`config.mk`:
```
export PLATFORM = sky130hd
export DESIGN_NAME = htr_top
export DESIGN_NICKNAME = d
export VERILOG_FILES = /design/src/rtl/htr_pkg.sv /design/src/rtl/htr_fifo_if.sv /design/src/rtl/htr_fifo.sv /design/src/rtl/htr_top.sv
export SDC_FILE = /design/constraint.sdc
export NUM_CORES = 1
export LEC_CHECK = 0
export BUFFER_PORTS_ARGS = -buffer_cell sky130_fd_sc_hd__buf_2
export CAP_MARGIN = 10
export CELL_PAD_IN_SITES_DETAIL_PLACEMENT = 1
export CELL_PAD_IN_SITES_GLOBAL_PLACEMENT = 1
export CORE_AREA = 2 2 271 193
export DETAILED_ROUTE_END_ITERATION = 16
export DIE_AREA = 0 0 273 195
export PLACE_DENSITY_LB_ADDON = 0.1
export SLEW_MARGIN = 20
export SYNTH_ARGS = -nofsm -noshare
export SYNTH_HDL_FRONTEND = slang
export SYNTH_SLANG_ARGS = --single-unit
```
`constraint.sdc`:
```
create_clock -name clk -period 10.44 [get_ports clk]
set_input_delay 2.088 -clock clk [delete_from_list [all_inputs] [get_ports clk]]
set_output_delay 2.088 -clock clk [all_outputs]
set_load 0.03 [all_outputs]
```
`src/rtl/htr_pkg.sv`:
```
// Constants, types and register map of the HDLC transmit FIFO and receive routing block
//----------------------------------------------------------------------
//----------------------------------------------------------------------
package htr_pkg;

	localparam int unsigned ADDR_W = 12;

	// Register indices; byte address is four times the index
	localparam logic [7:0] IDX_TX_INFO     = 8'hB6;
	localparam logic [7:0] IDX_TX_FIFO     = 8'hB7;
	localparam logic [7:0] IDX_RX_ROUTE1   = 8'hB8;
	localparam logic [7:0] IDX_RX_SUPPRESS = 8'hB9;
	localparam logic [7:0] IDX_RX_CTRL2    = 8'hBC;

	localparam logic [ADDR_W-1:0] ADDR_TX_INFO     = {2'h0, IDX_TX_INFO, 2'h0};
	localparam logic [ADDR_W-1:0] ADDR_TX_FIFO     = {2'h0, IDX_TX_FIFO, 2'h0};
	localparam logic [ADDR_W-1:0] ADDR_RX_ROUTE1   = {2'h0, IDX_RX_ROUTE1, 2'h0};
	localparam logic [ADDR_W-1:0] ADDR_RX_SUPPRESS = {2'h0, IDX_RX_SUPPRESS, 2'h0};
	localparam logic [ADDR_W-1:0] ADDR_RX_CTRL2    = {2'h0, IDX_RX_CTRL2, 2'h0};

	// Field positions
	localparam int unsigned TXI_EMPTY_BIT = 2;
	localparam int unsigned TXI_FULL_BIT  = 1;
	localparam int unsigned TXI_UDR_BIT   = 0;
	localparam int unsigned RR1_SRC_BIT   = 7;
	localparam int unsigned RR1_SADS_BIT  = 6;
	localparam int unsigned RR1_MODE_BIT  = 5;
	localparam int unsigned RR1_CHAN_MSB  = 4;
	localparam int unsigned RR1_CHAN_LSB  = 0;
	localparam int unsigned RC2_SA_MSB    = 7;
	localparam int unsigned RC2_SA_LSB    = 3;
	localparam int unsigned TX_LAST_BIT   = 8;

	// Reset values
	localparam logic [7:0] RR1_RESET  = 8'h00;
	localparam logic [7:0] RSUP_RESET = 8'h00;
	localparam logic [7:0] RC2_RESET  = 8'h00;
	localparam logic       TX_IDLE_LEVEL = 1'b1;

	// Transmit FIFO and HDLC line patterns
	localparam int unsigned TX_FIFO_DEPTH = 64;
	localparam int unsigned TX_FIFO_WIDTH = 9;
	localparam logic [7:0]  HDLC_FLAG  = 8'h7E;
	localparam logic [7:0]  HDLC_ABORT = 8'hFF;
	localparam logic [2:0]  STUFF_RUN  = 3'h5;
	localparam logic [2:0]  LAST_BIT_CNT = 3'h7;

	localparam logic [1:0] RESP_OKAY   = 2'h0;
	localparam logic [1:0] RESP_DECERR = 2'h3;

	typedef enum logic [1:0] {
		TX_IDLE  = 2'h0,
		TX_DATA  = 2'h1,
		TX_ABORT = 2'h3
	} htr_tx_state_t;

	typedef enum logic [2:0] {
		REG_NONE,
		REG_TX_INFO,
		REG_TX_FIFO,
		REG_RR1,
		REG_RSUP,
		REG_RC2
	} htr_reg_t;

endpackage : htr_pkg

```
`src/rtl/htr_fifo_if.sv`:
```
// Handshake bundle between the transmit FIFO and its user
`timescale 1ns/1ps
`default_nettype none
interface htr_fifo_if #(parameter int unsigned WIDTH = 9);
	logic             wr_valid;
	logic             wr_ready;
	logic [WIDTH-1:0] wr_data;
	logic             rd_valid;
	logic             rd_ready;
	logic [WIDTH-1:0] rd_data;

	modport source (output wr_valid, wr_data, rd_ready,
		input wr_ready, rd_valid, rd_data);
	modport store (input wr_valid, wr_data, rd_ready,
		output wr_ready, rd_valid, rd_data);
endinterface : htr_fifo_if
`default_nettype wire

```
`src/rtl/htr_fifo.sv`:
```
// Synchronous FIFO with valid/ready on both sides
`timescale 1ns/1ps
`default_nettype none
module htr_fifo #(
	parameter int unsigned WIDTH = 9,
	parameter int unsigned DEPTH = 64
) (
	input wire logic clk,
	input wire logic rst,
	input wire logic ce,
	htr_fifo_if.store f
);
	localparam int unsigned AW = $clog2(DEPTH);
	localparam logic [AW:0] FULL_CNT = DEPTH[AW:0];

	logic [WIDTH-1:0] mem_reg [DEPTH];
	logic [AW-1:0]    wptr_reg;
	logic [AW-1:0]    rptr_reg;
	logic [AW:0]      count_reg;
	logic             push;
	logic             pop;

	// Ready drops only when no slot is left
	assign f.wr_ready = count_reg != FULL_CNT;
	assign f.rd_valid = count_reg != '0;
	assign f.rd_data  = mem_reg[rptr_reg];
	assign push = ce && f.wr_valid && f.wr_ready;
	assign pop  = ce && f.rd_valid && f.rd_ready;

	always_ff @(posedge clk) begin
		if (push)
			mem_reg[wptr_reg] <= f.wr_data;
	end

	always_ff @(posedge clk) begin
		if (rst) begin
			wptr_reg <= '0;
			rptr_reg <= '0;
		end else begin
			if (push)
				wptr_reg <= wptr_reg + 1'b1;
			if (pop)
				rptr_reg <= rptr_reg + 1'b1;
		end
	end

	always_ff @(posedge clk) begin
		if (rst)
			count_reg <= '0;
		else if (push && !pop)
			count_reg <= count_reg + 1'b1;
		else if (pop && !push)
			count_reg <= count_reg - 1'b1;
	end
endmodule : htr_fifo
`default_nettype wire

```
`src/rtl/htr_top.sv`:
```
// HDLC transmit FIFO, bit sender and receive source routing
//
// The AXI4-Lite slave port was chosen for this implementation.
`timescale 1ns/1ps
`default_nettype none
module htr_top (
	input  wire logic                       clk,
	input  wire logic                       rst,
	input  wire logic                       ce,
	input  wire logic [htr_pkg::ADDR_W-1:0] s_axi_awaddr,
	input  wire logic                       s_axi_awvalid,
	output logic                            s_axi_awready,
	input  wire logic [31:0]                s_axi_wdata,
	input  wire logic [3:0]                 s_axi_wstrb,
	input  wire logic                       s_axi_wvalid,
	output logic                            s_axi_wready,
	output logic [1:0]                      s_axi_bresp,
	output logic                            s_axi_bvalid,
	input  wire logic                       s_axi_bready,
	input  wire logic [htr_pkg::ADDR_W-1:0] s_axi_araddr,
	input  wire logic                       s_axi_arvalid,
	output logic                            s_axi_arready,
	output logic [31:0]                     s_axi_rdata,
	output logic [1:0]                      s_axi_rresp,
	output logic                            s_axi_rvalid,
	input  wire logic                       s_axi_rready,
	input  wire logic                       tx_bit_req,
	output logic                            tx_bit,
	output logic                            tx_fifo_has_space_flag,
	input  wire logic                       rx_bit_strobe,
	input  wire logic                       rx_data_bit,
	input  wire logic [4:0]                 rx_timeslot,
	input  wire logic [2:0]                 rx_bit_index,
	input  wire logic                       rx_non_fas_frame,
	output logic                            hdlc_rx_valid,
	output logic                            hdlc_rx_bit
);
	import htr_pkg::*;

	//------------------------------------------------------------------
	// Declarations
	//------------------------------------------------------------------
	htr_fifo_if #(.WIDTH(TX_FIFO_WIDTH)) fifo ();

	logic [ADDR_W-1:0] aw_addr_reg;
	logic              aw_hold_reg;
	logic [31:0]       w_data_reg;
	logic [3:0]        w_strb_reg;
	logic              w_hold_reg;
	logic              bvalid_reg;
	logic [1:0]        bresp_reg;
	logic              rvalid_reg;
	logic [1:0]        rresp_reg;
	logic [31:0]       rdata_reg;
	logic [31:0]       rdata_next;
	logic [1:0]        rresp_next;
	logic              aw_hs;
	logic              w_hs;
	logic              ar_hs;
	logic              wr_fire;
	htr_reg_t          wr_sel;
	htr_reg_t          ar_sel;

	logic [7:0]        rr1_reg;
	logic [7:0]        rsup_reg;
	logic [7:0]        rc2_reg;
	logic              udr_reg;
	logic              udr_set;
	logic              udr_clr;

	htr_tx_state_t     tx_state_reg;
	logic [7:0]        tx_shift_reg;
	logic [2:0]        tx_cnt_reg;
	logic [2:0]        tx_ones_reg;
	logic              tx_last_reg;
	logic              tx_bit_reg;
	logic              stuff;
	logic              slot;
	logic              boundary;
	logic              ends_msg;
	logic              take;

	logic              rx_pick;
	logic              rx_valid_reg;
	logic              rx_bit_reg;

	//------------------------------------------------------------------
	// Helpers
	//------------------------------------------------------------------
	function automatic htr_reg_t reg_decode(
		input logic [ADDR_W-1:0] a
	);
		if (a == ADDR_TX_INFO)
			return REG_TX_INFO;
		else if (a == ADDR_TX_FIFO)
			return REG_TX_FIFO;
		else if (a == ADDR_RX_ROUTE1)
			return REG_RR1;
		else if (a == ADDR_RX_SUPPRESS)
			return REG_RSUP;
		else if (a == ADDR_RX_CTRL2)
			return REG_RC2;
		else
			return REG_NONE;
	endfunction : reg_decode

	// Sa bits sit in bits 4..8 of timeslot 0 of non-FAS frames;
	// select bit k enables the bit of weight index k
	function automatic logic sa_hit(
		input logic [4:0] sel,
		input logic [4:0] ts,
		input logic [2:0] idx,
		input logic       nfas
	);
		logic [7:0] wide;
		wide = {3'h0, sel};
		return (ts == 5'h00) && nfas && wide[idx];
	endfunction : sa_hit

	//------------------------------------------------------------------
	// AXI4-Lite write channel
	//------------------------------------------------------------------
	assign s_axi_awready = ce && !aw_hold_reg && !bvalid_reg;
	assign s_axi_wready  = ce && !w_hold_reg && !bvalid_reg;
	assign aw_hs   = s_axi_awvalid && s_axi_awready;
	assign w_hs    = s_axi_wvalid && s_axi_wready;
	assign wr_fire = ce && aw_hold_reg && w_hold_reg;
	assign wr_sel  = reg_decode(aw_addr_reg);
	assign s_axi_bvalid = bvalid_reg;
	assign s_axi_bresp  = bresp_reg;

	always_ff @(posedge clk) begin
		if (rst) begin
			aw_hold_reg <= 1'b0;
			aw_addr_reg <= '0;
		end else if (aw_hs) begin
			aw_hold_reg <= 1'b1;
			aw_addr_reg <= s_axi_awaddr;
		end else if (wr_fire) begin
			aw_hold_reg <= 1'b0;
		end
	end

	always_ff @(posedge clk) begin
		if (rst) begin
			w_hold_reg <= 1'b0;
			w_data_reg <= '0;
			w_strb_reg <= '0;
		end else if (w_hs) begin
			w_hold_reg <= 1'b1;
			w_data_reg <= s_axi_wdata;
			w_strb_reg <= s_axi_wstrb;
		end else if (wr_fire) begin
			w_hold_reg <= 1'b0;
		end
	end

	always_ff @(posedge clk) begin
		if (rst) begin
			bvalid_reg <= 1'b0;
			bresp_reg  <= RESP_OKAY;
		end else if (ce) begin
			if (wr_fire) begin
				bvalid_reg <= 1'b1;
				bresp_reg  <= (wr_sel == REG_NONE) ? RESP_DECERR
					: RESP_OKAY;
			end else if (s_axi_bready) begin
				bvalid_reg <= 1'b0;
			end
		end
	end

	// Control registers written through lane 0
	always_ff @(posedge clk) begin
		if (rst) begin
			rr1_reg  <= RR1_RESET;
			rsup_reg <= RSUP_RESET;
			rc2_reg  <= RC2_RESET;
		end else if (wr_fire && w_strb_reg[0]) begin
			if (wr_sel == REG_RR1)
				rr1_reg <= w_data_reg[7:0];
			else if (wr_sel == REG_RSUP)
				rsup_reg <= w_data_reg[7:0];
			else if (wr_sel == REG_RC2)
				rc2_reg <= w_data_reg[7:0];
		end
	end

	// One byte per FIFO port write; a full FIFO drops it
	assign fifo.wr_valid = wr_fire && w_strb_reg[0]
		&& (wr_sel == REG_TX_FIFO);
	assign fifo.wr_data = {w_data_reg[TX_LAST_BIT] && w_strb_reg[1],
		w_data_reg[7:0]};
	assign tx_fifo_has_space_flag = fifo.wr_ready;

	htr_fifo #(
		.WIDTH(TX_FIFO_WIDTH),
		.DEPTH(TX_FIFO_DEPTH)
	) u_fifo (
		.clk (clk),
		.rst (rst),
		.ce  (ce),
		.f   (fifo.store)
	);

	//------------------------------------------------------------------
	// AXI4-Lite read channel
	//------------------------------------------------------------------
	assign s_axi_arready = ce && !rvalid_reg;
	assign ar_hs  = s_axi_arvalid && s_axi_arready;
	assign ar_sel = reg_decode(s_axi_araddr);
	assign udr_clr = ar_hs && (ar_sel == REG_TX_INFO);
	assign s_axi_rvalid = rvalid_reg;
	assign s_axi_rdata  = rdata_reg;
	assign s_axi_rresp  = rresp_reg;

	always_comb begin
		rdata_next = '0;
		rresp_next = RESP_OKAY;
		if (ar_sel == REG_TX_INFO) begin
			rdata_next[TXI_EMPTY_BIT] = !fifo.rd_valid;
			rdata_next[TXI_FULL_BIT]  = !fifo.wr_ready;
			rdata_next[TXI_UDR_BIT]   = udr_reg;
		end else if (ar_sel == REG_RR1) begin
			rdata_next[7:0] = rr1_reg;
		end else if (ar_sel == REG_RSUP) begin
			rdata_next[7:0] = rsup_reg;
		end else if (ar_sel == REG_RC2) begin
			rdata_next[7:0] = rc2_reg;
		end else if (ar_sel == REG_NONE) begin
			rresp_next = RESP_DECERR;
		end
	end

	always_ff @(posedge clk) begin
		if (rst) begin
			rvalid_reg <= 1'b0;
			rdata_reg  <= '0;
			rresp_reg  <= RESP_OKAY;
		end else if (ce) begin
			if (ar_hs) begin
				rvalid_reg <= 1'b1;
				rdata_reg  <= rdata_next;
				rresp_reg  <= rresp_next;
			end else if (s_axi_rready) begin
				rvalid_reg <= 1'b0;
			end
		end
	end

	// Sticky underrun; a new event wins over the read clear
	always_ff @(posedge clk) begin
		if (rst)
			udr_reg <= 1'b0;
		else if (ce && udr_set)
			udr_reg <= 1'b1;
		else if (ce && udr_clr)
			udr_reg <= 1'b0;
	end

	//------------------------------------------------------------------
	// Transmit bit sender
	//------------------------------------------------------------------
	assign stuff    = tx_ones_reg == STUFF_RUN;
	assign slot     = ce && tx_bit_req;
	assign boundary = slot && !stuff && (tx_cnt_reg == LAST_BIT_CNT);
	assign ends_msg = (tx_state_reg == TX_DATA) && tx_last_reg;
	assign udr_set  = boundary && (tx_state_reg == TX_DATA)
		&& !tx_last_reg && !fifo.rd_valid;
	assign take = boundary && !ends_msg && (tx_state_reg != TX_ABORT)
		&& fifo.rd_valid;
	assign fifo.rd_ready = take;
	assign tx_bit = tx_bit_reg;

	always_ff @(posedge clk) begin
		if (rst) begin
			tx_bit_reg  <= TX_IDLE_LEVEL;
			tx_ones_reg <= '0;
		end else if (slot) begin
			if (stuff) begin
				tx_bit_reg  <= 1'b0;
				tx_ones_reg <= '0;
			end else begin
				tx_bit_reg <= tx_shift_reg[0];
				if (tx_state_reg == TX_DATA && tx_shift_reg[0])
					tx_ones_reg <= tx_ones_reg + 1'b1;
				else
					tx_ones_reg <= '0;
			end
		end
	end

	always_ff @(posedge clk) begin
		if (rst) begin
			tx_state_reg <= TX_IDLE;
			tx_shift_reg <= HDLC_FLAG;
			tx_cnt_reg   <= '0;
			tx_last_reg  <= 1'b0;
		end else if (slot && !stuff) begin
			tx_cnt_reg   <= tx_cnt_reg + 1'b1;
			tx_shift_reg <= {1'b0, tx_shift_reg[7:1]};
			if (boundary) begin
				case (tx_state_reg)
					TX_DATA: begin
						if (ends_msg) begin
							tx_state_reg <= TX_IDLE;
							tx_shift_reg <= HDLC_FLAG;
						end else if (udr_set) begin
							tx_state_reg <= TX_ABORT;
							tx_shift_reg <= HDLC_ABORT;
						end else begin
							tx_shift_reg <= fifo.rd_data[7:0];
							tx_last_reg  <= fifo.rd_data[TX_LAST_BIT];
						end
					end
					TX_IDLE: begin
						if (take) begin
							tx_state_reg <= TX_DATA;
							tx_shift_reg <= fifo.rd_data[7:0];
							tx_last_reg  <= fifo.rd_data[TX_LAST_BIT];
						end else begin
							tx_shift_reg <= HDLC_FLAG;
						end
					end
					default: begin
						tx_state_reg <= TX_IDLE;
						tx_shift_reg <= HDLC_FLAG;
					end
				endcase
			end
		end
	end

	//------------------------------------------------------------------
	// Receive source routing
	//------------------------------------------------------------------
	always_comb begin
		if (!rr1_reg[RR1_SRC_BIT])
			rx_pick = sa_hit(rc2_reg[RC2_SA_MSB:RC2_SA_LSB],
				rx_timeslot, rx_bit_index, rx_non_fas_frame);
		else if (!rr1_reg[RR1_SADS_BIT])
			rx_pick = sa_hit(rr1_reg[RR1_CHAN_MSB:RR1_CHAN_LSB],
				rx_timeslot, rx_bit_index, rx_non_fas_frame);
		else if (!rr1_reg[RR1_MODE_BIT])
			rx_pick = (rx_timeslot
				== rr1_reg[RR1_CHAN_MSB:RR1_CHAN_LSB])
				&& !rsup_reg[rx_bit_index];
		else
			rx_pick = 1'b0;
	end

	always_ff @(posedge clk) begin
		if (rst) begin
			rx_valid_reg <= 1'b0;
			rx_bit_reg   <= 1'b0;
		end else if (ce) begin
			rx_valid_reg <= rx_bit_strobe && rx_pick;
			if (rx_bit_strobe)
				rx_bit_reg <= rx_data_bit;
		end
	end

	assign hdlc_rx_valid = rx_valid_reg;
	assign hdlc_rx_bit   = rx_bit_reg;
endmodule : htr_top
`default_nettype wire

```
==> results of run 1 <==
## worst max-delay path, delay by kind of cell
family | cells | cell delay, ns
buf+inv | 1 | 0.30
simple gates | 5 | 3.04
## Yosys cell counts, types with 8 or more instances
cell type / count / share of area, %
edfxtp_1: 576 / 63
nor2_1: 160 / 2.2
mux4_2: 110 / 9.0
dfxtp_1: 107 / 7.8
nand2_1: 92 / 1.3
a21oi_1: 68 / 1.2
mux2i_1: 58 / 2.1
mux4_1: 47 / 4.5
buf_4: 37 / 1.0
clkbuf_1: 30 / 0.41
buf_2: 15 / 0.27
inv_1: 15 / 0.20
nor2b_1: 15 / 0.34
ha_1: 13 / 0.59
nand3_1: 12 / 0.22
o21ai_0: 11 / 0.20
nor3_1: 10 / 0.18
xnor2_1: 10 / 0.32
xor2_1: 10 / 0.32
a211oi_1: 9 / 0.24
a22oi_1: 9 / 0.24
buf_6: 9 / 0.37
mux2_2: 9 / 0.37
buf_1: 8 / 0.11
## logic make-up after synthesis
| family | after synthesis |
|---|---|
| AO/OA/AOI/OAI | 152 |
| XOR/XNOR | 20 |
| adder cells (fa/ha/maj) | 14 |
| buffers and inverters | 123 |
| flip-flops | 683 |
| multiplexers | 224 |
| other | 1 |
| AND/OR/NAND/NOR | 351 |
## metal layers
| layer | track usage [%] | share of wire (%) | vias to the layer above |
|---|---|---|---|
| met2 | 38.4 | 46 | 496 |
| met4 | 7.29 | 2.5 | 0 |
| li1 | - | - | 6338 |
| met5 | 0 | 0 | - |
| met3 | 6.21 | 7.2 | 107 |
| met1 | 38.7 | 45 | 7728 |
## worst max-delay path by stage
stage,from,end,slack (ns),cells after the start
floorplan,ce,u_fifo.count_reg[6],5.48,13
global placement,ce,u_fifo.count_reg[6],4.65,13
detailed placement,ce,u_fifo.count_reg[6],4.63,13
CTS,ce,u_fifo.count_reg[6],5.26,13
global route,ce,u_fifo.count_reg[6],5.04,13
finish,ce,u_fifo.mem_reg[9][4],5.22,6
## through the flow
stage / cell area, sq um / util [%] / total power [mW] / hold WS, ns / cells
2_1_floorplan: 27700 / - / 3.09 / 0.432 / 1591
3_3_place_gp: 28400 / 56.3 / 3.13 / 0.438 / 2250
3_5_place_dp: 28400 / 56.3 / 3.13 / 0.452 / 2250
4_1_cts: 30600 / 60.8 / 5.59 / 0.463 / 2368
5_1_grt: 30600 / 60.8 / 5.69 / 0.485 / 2368
6_report: 30600 / 60.8 / 5.55 / 0.457 / 2368
## report_power, final
part           switching, mW  internal, mW
Clock                   1.01          1.46
Sequential            0.0140          2.95
Combinational         0.0822        0.0253
## area by class of cell
| cell class | count | area [sq um] |
|---|---|---|
| Fill cell | 4467 | 19800 |
| Tap cell | 674 | 843 |
| Sequential cell | 683 | 19500 |
| Timing Repair Buffer | 92 | 518 |
| Multi-Input combinational cell | 785 | 7510 |
| Clock buffer | 93 | 1960 |
| Clock inverter | 25 | 284 |
| Inverter | 16 | 60.1 |
==> out/results.ini, run 1 <==
[sta]
clock.fmax_ghz = 0.191
relSlewSlack_pct = 26.3
worst_margin_slew_ns = 1.11
final-setup-viol-count = 0
tns_ns = 0
grt_setup_unrepaired = false
timing_max_transition_violations_final = 0
post-route-min-period_ns = 5.22
clock_skew_ns = 0.0153
final_min_period_over_clock_period_pct = 50.0
timing_hold_violations_final = 0
finalWorstSetupSlack_ns = 5.22

[clock_tree]
cts.repair.resized = 0
cts.hold.buffers_added = 0
cts_buffers = 66
post_cts_buffers = 0
cts_max_path_buffers = 3
worstSkewPairLatency_ns = 0.60
number_of_levels_in_the_clock_h_tree = 3
cts_root_buffer = clkbuf_16
cts.reportedPaths.clkPinSlew_ns = 0.06
tritoncts = built
cts.sinks = 683

[yosys]
synth.distinct_cells = 75
synth-seq-area-share_pct = 70.4
cell_count_after_synthesis = 1568
synthArstFlopShare_pct = 0
synth-seq-cells = 683
main_combinational_cell_family_by_area_after_synthesis = multiplexers
synthXorXnorAreaFrac_pct = 0.634
dominantRegCellSynth = edfxtp_1
synth.area.mux_share_pct = 15.9
syn_area_per_cell_sq_um = 17.6
synth_adder_area_share_pct = 0.661
simple_gate_area_share_of_the_yosys_netlist_pct = 6.06
synth-warning-count = 0
count_of_flip_flops_with_a_built_in_enable_after_synthesis = 576
area_fraction_in_compound_gates_after_synthesis_pct = 3.57
syn_area_sq_mm = 0.0276

[worst_setup_path]
timing.reg2reg.setup_slack_ns = 6.15
criticalPathCategory = in2reg
critical_path.cell_chain = buf_2 -> and3_1 -> nand4_4 -> nor3_4 -> nand3_1 -> nor2_1
crit_path_top_delay_cell = nor2_1
reg2reg_depth = 8
regToRegEndpoint = tx_last_reg
crit_path_max_fanout = 14
crit_path_max_incr_delay_ns = 1.07
worst_ep_required_time_ns = 10.66
worstPathArrival_ns = 5.44
critPathLaunchType = primary input
endpoint_kind = flop

[run]
drv.max_cap_violation_count = 0

[placement]
dp_hpwl_microns = 42100
place_congestion = 0.861
io_buffers = 75
dpl_worst_slack_ns = 4.63

[power]
static-leakage-power_nw = 9.09
max-vdd-ir-drop_mv = 0.138
power_per_cell_area_mw_per_mm2 = 181

[floorplan]
std_cell_rows = 69
fp.dieArea_sq_mm = 0.0532
io_pins = 125
die-width_microns = 273
initial_util_pct = 54.8
floorplan.die.height_microns = 195
core_area_sq_mm = 0.0504

[final_layout]
layout_cells_sized_above_1_pct = 19.8
layout_common_cells = edfxtp_1, nor2_1, mux4_2
finalNetCount = 1738
syn_to_final_growth_pct = 10.9
mostFrequentLayoutCell = edfxtp_1
antenna_cells_inserted = 0
largest_register_ff_count = 576

[routing]
firstDrtPassIters = 5
remaining_drc_errors = 0
violation_count_after_the_first_detailed_routing_iteration = 1399
vias = 14700
ant_nets = 0
routedWlPerCell_microns = 28.3
vias_per_cell = 6.19
drt_wl_total_microns = 67000

[global_routing]
grt-ovfl-total = 0
grt_pass1_vias = 15300
antenna_found_initial = 1
largest_net_degree_at_the_start_of_global_routing = 113
grt_pass1_wl_microns = 100000
grt_util_all_layers_pct = 25.9

[min_path]
min_to = hdlc_rx_valid
worstHoldPathType = reg2reg
holdCritStartpoint = hdlc_rx_valid
holdPathStages = 2

[run_status]
run_status = completed

Note: power is estimated with default switching activity, not from simulation.
==> inputs of run 2 (changes only) <==
Settings changed: CORE_AREA 2 2 271 193 to 2 2 290 206, DIE_AREA 0 0 273 195 to 0 0 292 208.
Clock period 10.44 ns to 4.2 ns, I/O delays scaled along.
==> run 2 against run 1 <==
  * Sequential power is 150% higher
  * Core utilization is 6.7 points lower
  * Critical path type is now reg2reg
  * Worst hold slack better by 0.0011 ns
  * Setup slack worse by 4.8 ns
  * Sequential cell count stayed put
  * Highest routed layer unchanged
  * Clock skew is 0.0091 ns higher
  * Via count is 1.3% higher
  * First-iteration DRC count is 8.2% lower
==> out/results.ini, run 2 (synthesis results as in run 1) <==
[run_status]
run_status = completed

[final_layout]
layout_cells_sized_above_1_pct = 23.3
layout_common_cells = edfxtp_1, nor2_1, mux4_2
largest_register_ff_count = 576
design_area_final_sq_mm = 0.0313
finalNetCount = 1829
syn_to_final_growth_pct = 13.2
mostFrequentLayoutCell = edfxtp_1
final_core_util_pct = 54.1

[worst_setup_path]
worstPathArrival_ns = 4.27
critPathBufInv = 4
crit_path_max_fanout = 7
worst_ep_required_time_ns = 4.69
timing.rr.start = u_fifo.count_reg[0]
endpoint_kind = flop
critPathLaunchType = flop
crit_path_max_incr_delay_ns = 0.40
startpoint = u_fifo.count_reg[0]
critical_path.cell_chain = nor4_2 -> and3b_1 -> nor3_1 -> buf_4 -> inv_1 -> ha_1 -> inv_1 -> buf_4 -> fa_1 -> a21o_1 -> a21oi_1 -> o21bai_1 -> a21oi_1 -> mux2i_1 -> mux2_2
cpLargestDelayFamily = simple AND/OR/NAND/NOR gates
criticalPathCategory = reg2reg
crit_path_top_delay_cell = and3b_1

[clock_tree]
cts_buffers = 67
number_of_levels_in_the_clock_h_tree = 3
worstSkewPairLatency_ns = 0.61
post_cts_buffers = 0
cts_max_path_buffers = 3
cts_root_buffer = clkbuf_16
cts.reportedPaths.clkPinSlew_ns = 0.07
cts.sinks = 683
cts.hold.buffers_added = 0
tritoncts = built

[sta]
post-route-min-period_ns = 3.78
timing_max_transition_violations_final = 0
worst_margin_slew_ns = 0.959
timing_hold_violations_final = 0
final-setup-viol-count = 0
final_min_period_over_clock_period_pct = 89.9
clock_skew_ns = 0.0244
grt_setup_unrepaired = false
relSlewSlack_pct = 35.6
tns_ns = 0
clock.fmax_ghz = 0.265
finalWorstSetupSlack_ns = 0.423

[placement]
dp_hpwl_microns = 44900
place_congestion = 0.810
io_buffers = 75
place_area_sq_mm = 0.0292
dpl_worst_slack_ns = 0.175

[power]
max-vdd-ir-drop_mv = 0.322
design_power_total_mw = 13.4
power_per_cell_area_mw_per_mm2 = 428
static-leakage-power_nw = 9.51

[min_path]
worstHoldPathType = reg2reg
holdCritStartpoint = aw_addr_reg[0]

[floorplan]
initial_util_pct = 47.7
io_pins = 125
die-width_microns = 292
fp.dieArea_sq_mm = 0.0607
core_area_sq_mm = 0.0579
floorplan.die.height_microns = 208
std_cell_rows = 74

[routing]
drt_wl_total_microns = 68500
ant_nets = 0
remaining_drc_errors = 0
firstDrtPassIters = 7
routedWlPerCell_microns = 26.9
vias = 14900
violation_count_after_the_first_detailed_routing_iteration = 1284
vias_per_cell = 5.83

[global_routing]
grt-ovfl-total = 0
grt_pass1_vias = 15300
grt_pass1_wl_microns = 102000
grt_util_all_layers_pct = 22.9
antenna_found_initial = 0
largest_net_degree_at_the_start_of_global_routing = 85

[run]
drv.max_cap_violation_count = 0

## run 2: cell count changes in the layout (fill, tap and decap cells not counted), sizes merged
cell,previous run,this run
clkbuf,93,85
bufinv,6,2
clkinvlp,4,2
buf,92,182
diode,0,1
clkinv,15,32
## run 2: final timing paths
path,to,slack (ns),cells after the start
setup reg to reg,u_fifo.count_reg[6],0.42,15
setup / recovery,u_fifo.count_reg[6],0.42,15
hold / removal,aw_addr_reg[0],0.46,2
hold reg to reg,aw_addr_reg[0],0.46,2
## run 2: layout make-up
cell class / count / area [sq um]
multi-input combinational: 785 / 7510
timing repair buffer: 182 / 1220
clock inverter: 36 / 249
fill: 5264 / 26600
sequential: 683 / 19500
inverter: 16 / 60.1
clock buffer: 85 / 1830
tap: 760 / 951
antenna: 1 / 2.50
## run 2: tightest hold or removal path: stages, from the launching register on
cell and delay [ns]:
dfxtp_1 0.31, nand2_1 0.05, a21oi_1 0.05
## run 2: through the flow
| step | hold WS, ns | std cells |
|---|---|---|
| after floorplan | 0.432 | 1591 |
| after global placement | 0.439 | 2426 |
| after detailed placement | 0.444 | 2426 |
| after CTS | 0.438 | 2547 |
| after global routing | 0.451 | 2547 |
| final | 0.458 | 2548 |
## run 2: power by group
| group | total, mW | switching, mW | internal, mW |
|---|---|---|---|
| Combinational | 0.250 | 0.186 | 0.0645 |
| Sequential | 7.39 | 0.0521 | 7.34 |
| Clock | 5.74 | 2.53 | 3.22 |
## run 2: repair_timing
item	in CTS	in global routing
hold endpoints to repair	0	0
resized for setup	0	1
endpoints found under the setup margin	0	1
## run 2: metal layers
layer  global-route usage [%]  up-vias  routed length, microns
li1                         -     6538                       -
met1                     35.8     7864                   32700
met2                     33.9      376                   30800
met3                     3.47       86                    3620
met4                     5.42        0                    1300
met5                        0        -                       0
==> inputs of run 3 (changes only) <==
Settings changed: GPL_TIMING_DRIVEN set to 0.
==> run 3 against run 2 <==
  * Combinational power increased by 8%
  * Power increased by 3.8%
  * Global-route usage up 2.7 points
  * Sequential share of layout area fell by 0.40 points
  * Setup slack got worse by 0.14 ns
  * Register-to-register slack lost 0.14 ns
  * Sequential cell count stayed put
  * Routed wire length rose by 12%
  * Highest routed layer unchanged
==> out/results.ini, run 3 (synthesis results as in run 1) <==
[run_status]
run_status = completed

[sta]
grt_setup_unrepaired = false
relSlewSlack_pct = 22.0
worst_margin_slew_ns = 1.17
tns_ns = 0
timing_max_transition_violations_final = 0
final_min_period_over_clock_period_pct = 93.2
finalWorstSetupSlack_ns = 0.286
post-route-min-period_ns = 3.91
clock_skew_ns = 0.0244
timing_hold_violations_final = 0
clock.fmax_ghz = 0.255
final-setup-viol-count = 0

[placement]
dp_hpwl_microns = 51500
io_buffers = 73
placedCellCount = 2430
place_area_sq_mm = 0.0292
place_congestion = 0.852
dpl_worst_slack_ns = -0.367

[worst_setup_path]
endpoint_kind = flop
startpoint = aw_addr_reg[11]
timing.rr.start = aw_addr_reg[11]
worstPathArrival_ns = 4.41
worst_ep_required_time_ns = 4.70
crit_path_max_fanout = 9
critPathLaunchType = flop
criticalPathCategory = reg2reg

[routing]
routedWlPerCell_microns = 30.1
firstDrtPassIters = 5
ant_nets = 0
vias = 15300
remaining_drc_errors = 0
violation_count_after_the_first_detailed_routing_iteration = 1630
vias_per_cell = 6.00
drt_wl_total_microns = 76800

[global_routing]
grt-ovfl-total = 0
antenna_found_initial = 1
grt_util_all_layers_pct = 25.6
grt_pass1_vias = 15600
grt_pass1_wl_microns = 111000
largest_net_degree_at_the_start_of_global_routing = 69

[final_layout]
final_cells = 2553
layout_common_cells = edfxtp_1, nor2_1, mux4_2
finalNetCount = 1834
final_core_util_pct = 54.4
design_area_final_sq_mm = 0.0315
syn_to_final_growth_pct = 14.0
mostFrequentLayoutCell = edfxtp_1
largest_register_ff_count = 576
antenna_cells_inserted = 0
layout_cells_sized_above_1_pct = 22.8

[floorplan]
floorplan.die.height_microns = 208
fp.dieArea_sq_mm = 0.0607
die-width_microns = 292
initial_util_pct = 47.7
io_pins = 125
core_area_sq_mm = 0.0579
std_cell_rows = 74

[clock_tree]
cts_buffers = 68
cts.hold.buffers_added = 0
post_cts_buffers = 0
number_of_levels_in_the_clock_h_tree = 3
worstSkewPairLatency_ns = 0.62
cts.sinks = 683
cts_max_path_buffers = 3
cts_root_buffer = clkbuf_16
cts.repair.resized = 0
cts.reportedPaths.clkPinSlew_ns = 0.06
tritoncts = built

[power]
static-leakage-power_nw = 9.51
max-vdd-ir-drop_mv = 0.430
power_per_cell_area_mw_per_mm2 = 441

[min_path]
worstHoldPathType = reg2reg
holdCritStartpoint = aw_addr_reg[0]

[run]
drv.max_cap_violation_count = 0

-- run 3: worst paths after layout --
path,slack (ns),to,cells past startpoint
setup / recovery,0.29,u_fifo.count_reg[6],12
hold / removal,0.45,aw_addr_reg[0],2
setup reg to reg,0.29,u_fifo.count_reg[6],12
hold reg to reg,0.45,aw_addr_reg[0],2
-- run 3: power breakdown --
part	leakage (nW)	switching, mW	internal [mW]	total (mW)
clock	1.10	2.59	3.63	6.23
sequential	5.58	0.0673	7.34	7.41
combinational	2.82	0.182	0.0865	0.269
-- run 3: critical path: stages, from the launching register on --
cell,delay (ns)
dfxtp_1,0.33
nor4b_4,0.43
nand4_4,0.23
nor3_4,0.60
ha_1,0.30
inv_1,0.18
fa_1,0.48
a21o_1,0.19
a21oi_1,0.21
o21bai_1,0.09
a21oi_1,0.18
mux2i_1,0.23
mux2_2,0.34
-- run 3: stage by stage --
stage | hold slack [ns] | power (mW)
finish | 0.452 | 13.9
global placement | 0.437 | 7.81
global route | 0.462 | 14.2
CTS | 0.438 | 14.0
floorplan | 0.432 | 7.69
detailed placement | 0.445 | 7.82
-- run 3: layer usage --
| metal | track usage, % | routed length, microns | share of wire [%] |
|---|---|---|---|
| met1 | 38.6 | 34600 | 45 |
| met2 | 36.7 | 33500 | 44 |
| met3 | 7.87 | 7110 | 9.3 |
| met4 | 5.33 | 1510 | 2.0 |
| met5 | 0 | 0 | 0 |
-- run 3: layout make-up --
| type | count | area [sq um] |
|---|---|---|
| Timing Repair Buffer | 79 | 493 |
| Inverter | 16 | 60.1 |
| Tap cell | 760 | 951 |
| Clock buffer | 90 | 1910 |
| Clock inverter | 33 | 333 |
| Buffer | 107 | 711 |
| Fill cell | 5224 | 26400 |
| Sequential cell | 683 | 19500 |
| Multi-Input combinational cell | 785 | 7570 |
